$ cat src/rtl/uotg_defines.svh
// Constants for the OTG interrupt-status and role block.
`ifndef UOTG_DEFINES_SVH
`define UOTG_DEFINES_SVH

// ----------------------------------------------------------------------------
// Group widths
// ----------------------------------------------------------------------------
`define UOTG_CTRL_W      12
`define UOTG_GEN_W       8
`define UOTG_CMB_EP_N    4
`define UOTG_CMB_W       16

// ----------------------------------------------------------------------------
// Control flag positions (general group uses bits 0 to 7 of the same order)
// ----------------------------------------------------------------------------
`define UOTG_CF_SUPPLY   0
`define UOTG_CF_SESSION  1
`define UOTG_CF_SESSEND  2
`define UOTG_CF_DETACH   3
`define UOTG_CF_ATTACH   4
`define UOTG_CF_FRAME    5
`define UOTG_CF_BABBLE   6
`define UOTG_CF_BUSRST   7
`define UOTG_CF_RESUME   8
`define UOTG_CF_SUSPEND  9
`define UOTG_CF_MODE     10
`define UOTG_CF_POWER    11

// ----------------------------------------------------------------------------
// Combined view layout
// ----------------------------------------------------------------------------
`define UOTG_CMB_GEN_LSB 0
`define UOTG_CMB_EPH_LSB 8
`define UOTG_CMB_EPD_LSB 12

// ----------------------------------------------------------------------------
// Reset values
// ----------------------------------------------------------------------------
`define UOTG_CTRL_RST    12'h000
`define UOTG_GEN_RST     8'h00
`define UOTG_CMB_RST     16'h0000
`define UOTG_PHY_RST     1'b1

`endif

$ cat src/rtl/uotg_pkg.sv
// Types shared by the OTG interrupt-status and role block.
package uotg_pkg;

  // --------------------------------------------------------------------------
  // Reported role
  // --------------------------------------------------------------------------
  typedef enum logic [2:0] {
    role_undetermined,
    role_a_host,
    role_a_device,
    role_b_host,
    role_b_device,
    role_dual_host,
    role_dual_device,
    role_dual_none
  } uotg_role_type;

endpackage

$ cat src/rtl/uotg_irq_role.sv
// Interrupt status groups, role reporting, host negotiation and PHY power.
// Contract
// - Combined status read returns general flags and endpoint 0 to 3 flags, and clears general flags.
// - Combined view carries endpoint flags for endpoints 0 to 3 only.
// - Control status read returns only control flags and clears them.
// - Endpoint status read returns host and device flags for all endpoints, clears them.
// - Supply error flag is raised only while acting as host.
// - Session start flag is raised only in OTG operation.
// - Session end flag is raised only while acting as device.
// - Detach flag is raised only while acting as host; attach flag while host or on negotiation success as B side device.
// - Overrun frame flag host only; frame start flag in any role.
// - Bus reset flag device only; resume flag in any role.
// - Suspend flag is raised only while acting as device.
// - Cable mode done flag is raised only in OTG operation.
// - Power fault flag is raised only while acting as host.
// - OTG role is host or device on A side or B side.
// - Session request without a cable gives device role on B side.
// - OTG controller reports undetermined role when not resolving its role.
// - Dual mode controller reports host, device or inactive, exactly one.
// - B side device with negotiation enabled starts negotiation at next suspend.
// - Successful negotiation raises attach flag and drives bus reset.
// - Host suspend request gives back the negotiated host role.
// - With the transceiver off, all bus operation stops until powered on.
// - Transceiver is powered on after reset.
`timescale 1ns/1ps
`include "uotg_defines.svh"
module uotg_irq_role #(
  parameter int NumEp = 16
) (
  input  wire logic                   clk_sys,
  input  wire logic                   rst_n,
  input  wire logic                   otgCapable,
  input  wire logic                   dualHostSel,
  input  wire logic                   dualDevSel,
  input  wire logic                   sessionReq,
  input  wire logic                   cableAttached,
  input  wire logic                   cableIsA,
  input  wire logic                   peerTakesHost,
  input  wire logic                   negotiationEnable,
  input  wire logic                   hnpPeerReady,
  input  wire logic                   hostResetRelease,
  input  wire logic                   hostSuspendReq,
  input  wire logic                   phyOffCmd,
  input  wire logic                   phyOnCmd,
  input  wire logic                   evSupplyErr,
  input  wire logic                   evSessionStart,
  input  wire logic                   evSessionEnd,
  input  wire logic                   evAttach,
  input  wire logic                   evDetach,
  input  wire logic                   evFrameStart,
  input  wire logic                   evBabble,
  input  wire logic                   evBusReset,
  input  wire logic                   evResume,
  input  wire logic                   evSuspend,
  input  wire logic                   evModeDone,
  input  wire logic                   evPowerFault,
  input  wire logic [NumEp-1:0]       epHostEv,
  input  wire logic [NumEp-1:0]       epDevEv,
  input  wire logic                   rdCombined,
  input  wire logic                   rdControl,
  input  wire logic                   rdEndpoint,
  input  wire logic [`UOTG_GEN_W-1:0]  genEnable,
  input  wire logic [`UOTG_CTRL_W-1:0] ctrlEnable,
  input  wire logic [2*NumEp-1:0]     epEnable,
  output logic      [`UOTG_CMB_W-1:0]  combinedData,
  output logic      [`UOTG_CTRL_W-1:0] controlData,
  output logic      [2*NumEp-1:0]     endpointData,
  output uotg_pkg::uotg_role_type     roleState,
  output logic                        hnpAttempt,
  output logic                        busResetDrive,
  output logic                        busSuspendDrive,
  output logic                        phyPowerOn,
  output logic                        irq
);

  // --------------------------------------------------------------------------
  // State
  // --------------------------------------------------------------------------
  uotg_pkg::uotg_role_type role_q;
  uotg_pkg::uotg_role_type role_d;
  logic                    phyOn_q;
  logic                    hnpPending_q;
  logic                    busReset_q;
  logic                    busSuspend_q;
  logic [`UOTG_CMB_W-1:0]   combined_q;
  logic [`UOTG_CTRL_W-1:0]  control_q;
  logic [2*NumEp-1:0]      endpoint_q;
  logic [`UOTG_CTRL_W-1:0]  ctrlSet;
  logic [`UOTG_GEN_W-1:0]   genSet;
  logic [2*NumEp-1:0]      epSet;
  logic [`UOTG_CTRL_W-1:0]  ctrlFlags;
  logic [`UOTG_GEN_W-1:0]   genFlags;
  logic [2*NumEp-1:0]      epFlags;
  logic                    isHost;
  logic                    isDevice;
  logic                    hnpWin;

  assign isHost   = (role_q == uotg_pkg::role_a_host) || (role_q == uotg_pkg::role_b_host) ||
                    (role_q == uotg_pkg::role_dual_host);
  assign isDevice = (role_q == uotg_pkg::role_a_device) ||
                    (role_q == uotg_pkg::role_b_device) ||
                    (role_q == uotg_pkg::role_dual_device);

  // --------------------------------------------------------------------------
  // Transceiver power
  // --------------------------------------------------------------------------
  // Power-off wins when both commands arrive together, the safer outcome.
  always_ff @(posedge clk_sys) begin
    if (!rst_n) begin
      phyOn_q <= `UOTG_PHY_RST;
    end else if (phyOffCmd) begin
      phyOn_q <= 1'b0;
    end else if (phyOnCmd) begin
      phyOn_q <= 1'b1;
    end
  end

  // --------------------------------------------------------------------------
  // Host negotiation
  // --------------------------------------------------------------------------
  // Negotiation succeeds when the A side answers while an attempt is pending.
  assign hnpWin = phyOn_q && hnpPending_q && hnpPeerReady &&
                  (role_q == uotg_pkg::role_b_device);

  always_ff @(posedge clk_sys) begin
    if (!rst_n) begin
      hnpPending_q <= 1'b0;
    end else if (!phyOn_q || role_q != uotg_pkg::role_b_device || hnpWin) begin
      hnpPending_q <= 1'b0;
    end else if (!negotiationEnable || evResume) begin
      hnpPending_q <= 1'b0;
    end else if (evSuspend) begin
      hnpPending_q <= 1'b1;
    end
  end

  // The reset stays on the bus until software lets it go; the 20 ms wait is
  // the software's duty and is not timed here.
  always_ff @(posedge clk_sys) begin
    if (!rst_n) begin
      busReset_q <= 1'b0;
    end else if (!phyOn_q) begin
      busReset_q <= 1'b0;
    end else if (hnpWin) begin
      busReset_q <= 1'b1;
    end else if (hostResetRelease) begin
      busReset_q <= 1'b0;
    end
  end

  always_ff @(posedge clk_sys) begin
    if (!rst_n) begin
      busSuspend_q <= 1'b0;
    end else if (!phyOn_q || evResume) begin
      busSuspend_q <= 1'b0;
    end else if (hostSuspendReq && isHost) begin
      busSuspend_q <= 1'b1;
    end
  end

  // --------------------------------------------------------------------------
  // Role
  // --------------------------------------------------------------------------
  always_comb begin
    role_d = role_q;
    if (!phyOn_q) begin
      role_d = otgCapable ? uotg_pkg::role_undetermined : uotg_pkg::role_dual_none;
    end else if (!otgCapable) begin
      if (dualHostSel) begin
        role_d = uotg_pkg::role_dual_host;
      end else if (dualDevSel) begin
        role_d = uotg_pkg::role_dual_device;
      end else begin
        role_d = uotg_pkg::role_dual_none;
      end
    end else begin
      case (role_q)
        uotg_pkg::role_undetermined: begin
          if (sessionReq) begin
            if (cableAttached && cableIsA) begin
              role_d = uotg_pkg::role_a_host;
            end else begin
              role_d = uotg_pkg::role_b_device;
            end
          end
        end
        uotg_pkg::role_a_host: begin
          if (evSessionEnd) begin
            role_d = uotg_pkg::role_undetermined;
          end else if (peerTakesHost) begin
            role_d = uotg_pkg::role_a_device;
          end
        end
        uotg_pkg::role_a_device: begin
          if (evSessionEnd) begin
            role_d = uotg_pkg::role_undetermined;
          end else if (evSuspend) begin
            role_d = uotg_pkg::role_a_host;
          end
        end
        uotg_pkg::role_b_device: begin
          if (evSessionEnd) begin
            role_d = uotg_pkg::role_undetermined;
          end else if (hnpWin) begin
            role_d = uotg_pkg::role_b_host;
          end
        end
        uotg_pkg::role_b_host: begin
          if (evSessionEnd) begin
            role_d = uotg_pkg::role_undetermined;
          end else if (hostSuspendReq) begin
            role_d = uotg_pkg::role_b_device;
          end
        end
        default: begin
          role_d = uotg_pkg::role_undetermined;
        end
      endcase
    end
  end

  always_ff @(posedge clk_sys) begin
    if (!rst_n) begin
      role_q <= uotg_pkg::role_undetermined;
    end else begin
      role_q <= role_d;
    end
  end

  // --------------------------------------------------------------------------
  // Event qualification
  // --------------------------------------------------------------------------
  // Events that do not belong to the present role are dropped, not deferred.
  always_comb begin
    ctrlSet                    = `UOTG_CTRL_RST;
    ctrlSet[`UOTG_CF_SUPPLY]   = evSupplyErr && isHost;
    ctrlSet[`UOTG_CF_SESSION]  = evSessionStart && otgCapable;
    ctrlSet[`UOTG_CF_SESSEND]  = evSessionEnd && isDevice;
    ctrlSet[`UOTG_CF_DETACH]   = evDetach && isHost;
    ctrlSet[`UOTG_CF_ATTACH]   = (evAttach && isHost) || hnpWin;
    ctrlSet[`UOTG_CF_FRAME]    = evFrameStart;
    ctrlSet[`UOTG_CF_BABBLE]   = evBabble && isHost;
    ctrlSet[`UOTG_CF_BUSRST]   = evBusReset && isDevice;
    ctrlSet[`UOTG_CF_RESUME]   = evResume;
    ctrlSet[`UOTG_CF_SUSPEND]  = evSuspend && isDevice;
    ctrlSet[`UOTG_CF_MODE]     = evModeDone && otgCapable;
    ctrlSet[`UOTG_CF_POWER]    = evPowerFault && isHost;
    if (!phyOn_q) begin
      ctrlSet = `UOTG_CTRL_RST;
    end
  end

  assign genSet = ctrlSet[`UOTG_GEN_W-1:0];
  assign epSet  = phyOn_q ? {epDevEv, epHostEv} : '0;

  // --------------------------------------------------------------------------
  // Status groups
  // --------------------------------------------------------------------------
  uotg_sticky #(
    .Width    (`UOTG_GEN_W),
    .ResetVal (64'h0000_0000_0000_0000)
  ) u_gen (
    .clk_sys (clk_sys),
    .rst_n   (rst_n),
    .setVec  (genSet),
    .clrAll  (rdCombined),
    .flags   (genFlags)
  );

  uotg_sticky #(
    .Width    (`UOTG_CTRL_W),
    .ResetVal (64'h0000_0000_0000_0000)
  ) u_ctrl (
    .clk_sys (clk_sys),
    .rst_n   (rst_n),
    .setVec  (ctrlSet),
    .clrAll  (rdControl),
    .flags   (ctrlFlags)
  );

  uotg_sticky #(
    .Width    (2*NumEp),
    .ResetVal (64'h0000_0000_0000_0000)
  ) u_ep (
    .clk_sys (clk_sys),
    .rst_n   (rst_n),
    .setVec  (epSet),
    .clrAll  (rdEndpoint),
    .flags   (epFlags)
  );

  // Read data holds the flags as they stood in the read cycle.
  always_ff @(posedge clk_sys) begin
    if (!rst_n) begin
      combined_q <= `UOTG_CMB_RST;
    end else if (rdCombined) begin
      combined_q <= {epFlags[NumEp +: `UOTG_CMB_EP_N],
                     epFlags[0 +: `UOTG_CMB_EP_N], genFlags};
    end
  end

  always_ff @(posedge clk_sys) begin
    if (!rst_n) begin
      control_q <= `UOTG_CTRL_RST;
    end else if (rdControl) begin
      control_q <= ctrlFlags;
    end
  end

  always_ff @(posedge clk_sys) begin
    if (!rst_n) begin
      endpoint_q <= '0;
    end else if (rdEndpoint) begin
      endpoint_q <= epFlags;
    end
  end

  // --------------------------------------------------------------------------
  // Outputs
  // --------------------------------------------------------------------------
  assign combinedData    = combined_q;
  assign controlData     = control_q;
  assign endpointData    = endpoint_q;
  assign roleState       = role_q;
  assign hnpAttempt      = hnpPending_q;
  assign busResetDrive   = busReset_q;
  assign busSuspendDrive = busSuspend_q;
  assign phyPowerOn      = phyOn_q;
  assign irq = |(genFlags & genEnable) || |(ctrlFlags & ctrlEnable) ||
               |(epFlags & epEnable);
endmodule

$ cat src/rtl/uotg_sticky.sv
// Sticky event flags cleared as a group, where a new event beats the clear.
`timescale 1ns/1ps
module uotg_sticky #(
  parameter int          Width    = 8,
  parameter logic [63:0] ResetVal = 64'h0000_0000_0000_0000
) (
  input  wire logic             clk_sys,
  input  wire logic             rst_n,
  input  wire logic [Width-1:0] setVec,
  input  wire logic             clrAll,
  output logic      [Width-1:0] flags
);

  // --------------------------------------------------------------------------
  // One flag per bit
  // --------------------------------------------------------------------------
  for (genvar i = 0; i < Width; i++) begin : g_bit
    logic flag_q;
    always_ff @(posedge clk_sys) begin
      if (!rst_n) begin
        flag_q <= ResetVal[i];
      end else if (setVec[i]) begin
        // An event in the clearing cycle survives into the next read.
        flag_q <= 1'b1;
      end else if (clrAll) begin
        flag_q <= 1'b0;
      end
    end
    assign flags[i] = flag_q;
  end

endmodule

$ cat config.mk
export PLATFORM = sky130hd
export DESIGN_NAME = uotg_irq_role
export DESIGN_NICKNAME = d
export VERILOG_FILES = /design/src/rtl/uotg_pkg.sv /design/src/rtl/uotg_irq_role.sv /design/src/rtl/uotg_sticky.sv
export VERILOG_INCLUDE_DIRS = /design/src /design/src/rtl
export SDC_FILE = /design/constraint.sdc
export NUM_CORES = 1
export LEC_CHECK = 0
export BUFFER_PORTS_ARGS = -buffer_cell sky130_fd_sc_hd__buf_2
export CAP_MARGIN = 0
export CORE_MARGIN = 10
export CORE_UTILIZATION = 49
export CTS_CLUSTER_DIAMETER = 50
export DETAILED_ROUTE_END_ITERATION = 7
export GPL_TIMING_DRIVEN = 0
export PLACE_DENSITY_LB_ADDON = 0.15
export SLEW_MARGIN = 0
export SYNTH_ARGS = -nofsm -noshare
export SYNTH_HDL_FRONTEND = slang
export SYNTH_SLANG_ARGS = --single-unit
export TNS_END_PERCENT = 100
$ cat constraint.sdc
create_clock -name clk_sys -period 1.89 [get_ports clk_sys]
set_input_delay 0.2835 -clock clk_sys [delete_from_list [all_inputs] [get_ports clk_sys]]
set_output_delay 0.2835 -clock clk_sys [all_outputs]
set_load 0.01 [all_outputs]
==> impl_metrics.json, run 1 <==
{
  "status": "finished with violations",
  "violations": "negative setup slack",
  "cp_slowest_cell": "or4_4",
  "syn_inst": 436,
  "arrival_ns": 2.16,
  "hold_path_class": "in -> reg",
  "min_period_over_period_pct": 129,
  "setup_ws_ns": -0.551,
  "tns_ns": -0.551,
  "synth_area_leaders": "dfxtp_1 51%, mux2i_1 13%, nor2b_1 8.9%",
  "drtIter0Drc": 220,
  "ir_worst_vdd_uv": 632,
  "firstDrtPassIters": 4,
  "coreArea_sq_um": 9280,
  "skew_ns": 0.00832,
  "hpwl_um": 11900,
  "grt_pass1_vias": 4536,
  "cts.clk_slew.worst_paths_ns": 0.05,
  "slew_violations": 0,
  "period_needed_ns": 2.44,
  "rsz0062_at_grt": "yes",
  "drc": 0,
  "ios": 182,
  "wire_per_inst_um": 19.7,
  "cp.depth": 5,
  "fin_nets": 775,
  "die_h_um": 118,
  "clock_path_buffers": 2,
  "gp_congestion": 0.824,
  "cp.required_ns": 1.61,
  "grt_usage_pct": 22.2,
  "num_vias": 4264,
  "ys_ff_latch": 119,
  "synth-main-ff-cell": "dfxtp_1",
  "syn_area_sq_um": 4680,
  "die_area_sq_um": 13900,
  "fmax_ghz": 0.410,
  "critPathTopFamily": "simple AND/OR/NAND/NOR gates",
  "rr_worst_depth": 4,
  "slew_headroom_pct": 63.0,
  "worstSetupStartpointType": "flop",
  "yosys_warnings": 0,
  "crit_path_start": "u_ctrl.g_bit[6].flag_q",
  "max_stage_delay_ns": 0.53,
  "synth-seq-area-share_pct": 50.9,
  "synth_most_common_cell": "dfxtp_1",
  "r2r-end": "u_ep.g_bit[30].flag_q",
  "synth-edff-count": 0,
  "tightest_slew_ns": 0.555,
  "power.leakage_nw": 3.09,
  "grt_overflow": 0,
  "start_util_pct": 50.5,
  "cts-buffers-inserted": 17,
  "drtAntennaViolNets": 0,
  "setup_viol": 1,
  "fin_area_sq_um": 6700,
  "synth_top_area_share_pct": 50.9,
  "path_max_fanout": 2,
  "syn-mean-instance-area_sq_um": 10.7,
  "min-delay-start": "epHostEv[0]",
  "max_cap_violations": 0,
  "htree_levels": 4,
  "syn_nets": 550,
  "routed_wl_um": 15800,
  "critPathCapture": "irq",
  "viasPerCell": 5.31,
  "clockRootBuffer": "clkbuf_8",
  "grt_pass1_wl_um": 24700,
  "fp.dieW_um": 118,
  "rows": 35,
  "grt_max_degree": 17,
  "yosysTopAreaCell": "dfxtp_1",
  "synthTopCellsByCount": "119 x dfxtp_1, 67 x nor2b_1, 63 x mux2i_1, 45 x a22o_1",
  "crit_type": "reg -> out",
  "cts_tree": "yes",
  "final_util_pct": 72.1,
  "finalHoldViolations": 0,
  "insertion_delay_ns": 0.51,
  "drive_above_1_share_pct": 34.2,
  "synth_cell_type_count": 41,
  "path_buf_inv": 1,
  "port_buffers": 177,
  "syn2layout_area_growth_pct": 43.0,
  "synthArstFlopShare_pct": 0,
  "regToRegStartpoint": "phyPowerOn",
  "cp_cell_sequence": "a22o_1 > a221oi_2 > nand4_1 > or4_4 > buf_6",
  "place_area_sq_um": 5730,
  "r2r_setup_slack_ns": 0.26,
  "fill_cells": 723,
  "cp-end-kind": "output pin",
  "power_density_nw_per_um2": 1050,
  "antenna_found_initial": 1,
  "clock-sinks": 119
}
state kept, by name (all words and copies together), names as in the netlist:
signal and count:
busSuspendDrive 1, endpointData 32, hnpAttempt 1, busResetDrive 1, u_ep.g_bit.flag_q 32, u_gen.g_bit.flag_q 8, phyPowerOn 1, controlData 12
u_ctrl.g_bit.flag_q 12, roleState 3, combinedData 16
power by group:
group          internal (mW)  total, mW  switching [mW]
logic                  0.399      0.775           0.376
registers               2.65       2.77           0.125
clock network           2.38       3.48            1.10
area by class of cell:
class	count	area, sq um	area share (%)
multi-input cells	280	2170	32.4
diodes	1	2.50	0.0374
clock inverters	7	138	2.05
repair buffers	206	1180	17.6
well taps	129	161	2.41
clock buffers	24	510	7.62
inverters	6	22.5	0.336
plain buffers	31	128	1.91
flip-flops and latches	119	2390	35.6
worst min path at each step:
stage	cells after the start	slack, ns	to
2_1_floorplan	1	0.36	hnpAttempt
3_3_place_gp	2	0.47	u_gen.g_bit[7].flag_q
3_5_place_dp	2	0.48	u_gen.g_bit[7].flag_q
4_1_cts	2	0.003	u_ep.g_bit[3].flag_q
5_1_grt	2	0.006	u_ep.g_bit[0].flag_q
6_report	2	0.008	u_ep.g_bit[0].flag_q
worst register-to-register path, stage by stage, from the launching register on:
cell and delay, ns:
dfxtp_1 0.48, and2_1 0.18, clkbuf_1 0.21, clkbuf_1 0.46
a22o_1 0.24
layout by cell type (no fill, tap or decap), types with 2 or more instances in the layout:
| cell | Yosys | final |
|---|---|---|
| buf_2 | 9 | 185 |
| dfxtp_1 | 119 | 117 |
| nor2b_1 | 67 | 67 |
| mux2i_1 | 63 | 63 |
| a22o_1 | 45 | 45 |
| dlygate4sd3_1 | 0 | 28 |
| clkbuf_1 | 22 | 22 |
| nand2_1 | 22 | 22 |
| clkbuf_16 | 0 | 16 |
| a21boi_0 | 10 | 10 |
| clkbuf_8 | 0 | 8 |
| a221oi_2 | 5 | 7 |
| a22oi_1 | 6 | 6 |
| nand2b_1 | 6 | 6 |
| inv_1 | 6 | 6 |
| o21ai_0 | 5 | 5 |
| a221oi_1 | 6 | 4 |
| nor2_1 | 4 | 4 |
| bufinv_16 | 0 | 4 |
| nand4_1 | 3 | 3 |
| nand3_1 | 3 | 3 |
| o21a_1 | 3 | 3 |
| nand3b_1 | 3 | 3 |
| nor3_1 | 3 | 3 |
| a31oi_1 | 3 | 3 |
| and2_1 | 2 | 2 |
| a21oi_1 | 2 | 2 |
| nor4_1 | 2 | 2 |
| clkinv_2 | 0 | 2 |
per-layer routing:
metal  global-route usage, %  up-vias  share of wire [%]
li1                        -     2024                  -
met3                    7.34       21                6.9
met4                    8.11        0                1.8
met1                    26.4     2055                 43
met2                    36.4      164                 48
met5                       0        -                  0
cells by family after synthesis:
family	share of synthesized area, %
AND/OR/NAND/NOR	15.2
flip-flops	50.9
AO/OA/AOI/OAI	17.1
multiplexers	13.5
buffers and inverters	3.21
XOR/XNOR	0.187
what timing repair did:
action	CTS	global route
hold buffers	28	0
gates resized for setup	5	2
pin swaps	4	4
setup endpoints to repair	1	1
buffers inserted	1	0
endpoints found under the hold margin	28	0
metrics by stage:
stage | power, mW | worst slack [ns] | instances | hold slack [ns]
6_report | 7.03 | -0.551 | 803 | 0.00794
5_1_grt | 7.23 | -0.614 | 803 | 0.00574
4_1_cts | 7.05 | -0.603 | 802 | 0.00288
3_5_place_dp | 3.54 | -0.140 | 742 | 0.479
3_3_place_gp | 3.51 | -0.193 | 742 | 0.465
2_1_floorplan | 3.20 | 0.271 | 436 | 0.362
No activity file was read; power rests on OpenSTA's default activity.
==> run 2, diff against run 1 <==
--- a/config.mk
+++ b/config.mk
@@ -14,6 +14,7 @@
 export DETAILED_ROUTE_END_ITERATION = 7
 export GPL_TIMING_DRIVEN = 0
 export PLACE_DENSITY_LB_ADDON = 0.15
+export REMOVE_ABC_BUFFERS = 1
 export SLEW_MARGIN = 0
 export SYNTH_ARGS = -nofsm -noshare
 export SYNTH_HDL_FRONTEND = slang
==> impl_metrics.json, run 2 (synthesis results as in run 1) <==
{
  "status": "finished with violations",
  "violations": "negative setup slack",
  "instances_no_fill": 777,
  "crit_type": "reg -> out",
  "syn2layout_area_growth_pct": 40.1,
  "min_period_over_period_pct": 125,
  "start_util_pct": 50.5,
  "drtIter0Drc": 229,
  "slew_headroom_pct": 26.1,
  "whs_path_depth": 2,
  "critPathTopFamily": "simple AND/OR/NAND/NOR gates",
  "drive_above_1_share_pct": 35.6,
  "clock-sinks": 119,
  "slew_violations": 0,
  "rows": 35,
  "rr_worst_depth": 4,
  "grt_pass1_vias": 4356,
  "drtAntennaViolNets": 0,
  "seqCellArea_sq_um": 2390,
  "tightest_slew_ns": 1.11,
  "mostFrequentLayoutCells": "179 x buf_2, 115 x dfxtp_1, 66 x nor2b_1, 63 x mux2i_1, 45 x a22o_1",
  "period_needed_ns": 2.36,
  "cp.depth": 5,
  "fill_cells": 730,
  "path_max_fanout": 3,
  "max_stage_delay_ns": 0.51,
  "cts_setup_buffers": 0,
  "die_area_sq_um": 13900,
  "grt_usage_pct": 20.3,
  "viasPerCell": 5.24,
  "firstDrtPassIters": 4,
  "multi_input_area_sq_um": 2190,
  "hold_path_class": "in -> reg",
  "num_vias": 4075,
  "clock_path_buffers": 2,
  "drc": 0,
  "antenna_cells": 0,
  "port_buffers": 181,
  "cp-end-kind": "output pin",
  "whs_ns": 0.0186,
  "cp.required_ns": 1.61,
  "antenna_found_initial": 0,
  "final_util_pct": 70.7,
  "final_common_cell": "buf_2",
  "setup_ws_ns": -0.473,
  "path_buf_inv": 1,
  "fmax_ghz": 0.423,
  "coreArea_sq_um": 9280,
  "cts_tree": "yes",
  "die_h_um": 118,
  "hpwl_um": 9780,
  "worstSetupStartpointType": "flop",
  "rsz0062_at_grt": "yes",
  "cp_cell_sequence": "a22o_1 > a221oi_2 > nand4_1 > or4_4 > buf_6",
  "cts.clk_slew.worst_paths_ns": 0.06,
  "clockRootBuffer": "clkbuf_8",
  "setup_viol": 1,
  "cp_slowest_cell": "or4_4",
  "insertion_delay_ns": 0.51,
  "max_cap_violations": 0,
  "ir_worst_vdd_uv": 673,
  "fin_nets": 749,
  "skew_ns": 0.0111,
  "fp.dieW_um": 118,
  "routed_wl_um": 14400,
  "power.leakage_nw": 3.02,
  "grt_pass1_wl_um": 23000,
  "finalHoldViolations": 0,
  "placed_cells": 715,
  "grt_overflow": 0,
  "power_density_nw_per_um2": 1010,
  "ios": 182,
  "wire_per_inst_um": 18.5,
  "gp_congestion": 0.814,
  "grt_max_degree": 89,
  "arrival_ns": 2.08,
  "htree_levels": 4,
  "cts-buffers-inserted": 17
}
run 2: timing repair:
action | in CTS | in global routing
gates resized for setup | 11 | 1
hold endpoints to repair | 32 | 0
pin swaps | 2 | 1
endpoints found under the setup margin | 33 | 2
hold buffers | 30 | 0
run 2: cell type report:
cell class | count | area share (%)
Clock inverter | 13 | 2.21
Timing Repair Buffer | 211 | 18.5
Clock buffer | 19 | 6.73
Tap cell | 129 | 2.46
Sequential cell | 119 | 36.4
Multi-Input combinational cell | 280 | 33.4
Inverter | 6 | 0.343
run 2: routing by layer:
layer / track usage, % / share of wire, %
met5: 0 / 0
met4: 7.50 / 2.0
met3: 7.48 / 7.9
met2: 33.1 / 48
met1: 23.9 / 42
run 2: metrics by stage:
step | setup slack (ns) | TNS, ns | cell area, sq um | power [mW]
floorplan | 0.214 | 0 | 4560 | 3.14
global placement | -1.86 | -59.86 | 5620 | 3.47
detailed placement | -1.02 | -32.45 | 5630 | 3.50
CTS | -0.504 | -0.504 | 6560 | 6.70
global route | -0.553 | -0.553 | 6560 | 6.92
finish | -0.473 | -0.473 | 6560 | 6.65
run 2: path summary, 6_finish.rpt:
kind,end,slack [ns],start
setup reg to reg,roleState[1],0.20,roleState[0]
hold / removal,u_ep.g_bit[27].flag_q,0.02,epDevEv[11]
hold reg to reg,u_ep.g_bit[4].flag_q,0.48,u_ep.g_bit[4].flag_q
setup / recovery,irq,-0.47,u_ctrl.g_bit[6].flag_q
run 2: where the power goes:
part,switching [mW],leakage [nW],total [mW],internal (mW)
logic,0.339,1.76,0.731,0.392
clock network,1.19,0.281,3.15,1.95
registers,0.130,0.976,2.78,2.65
total,1.66,3.02,6.65,4.99
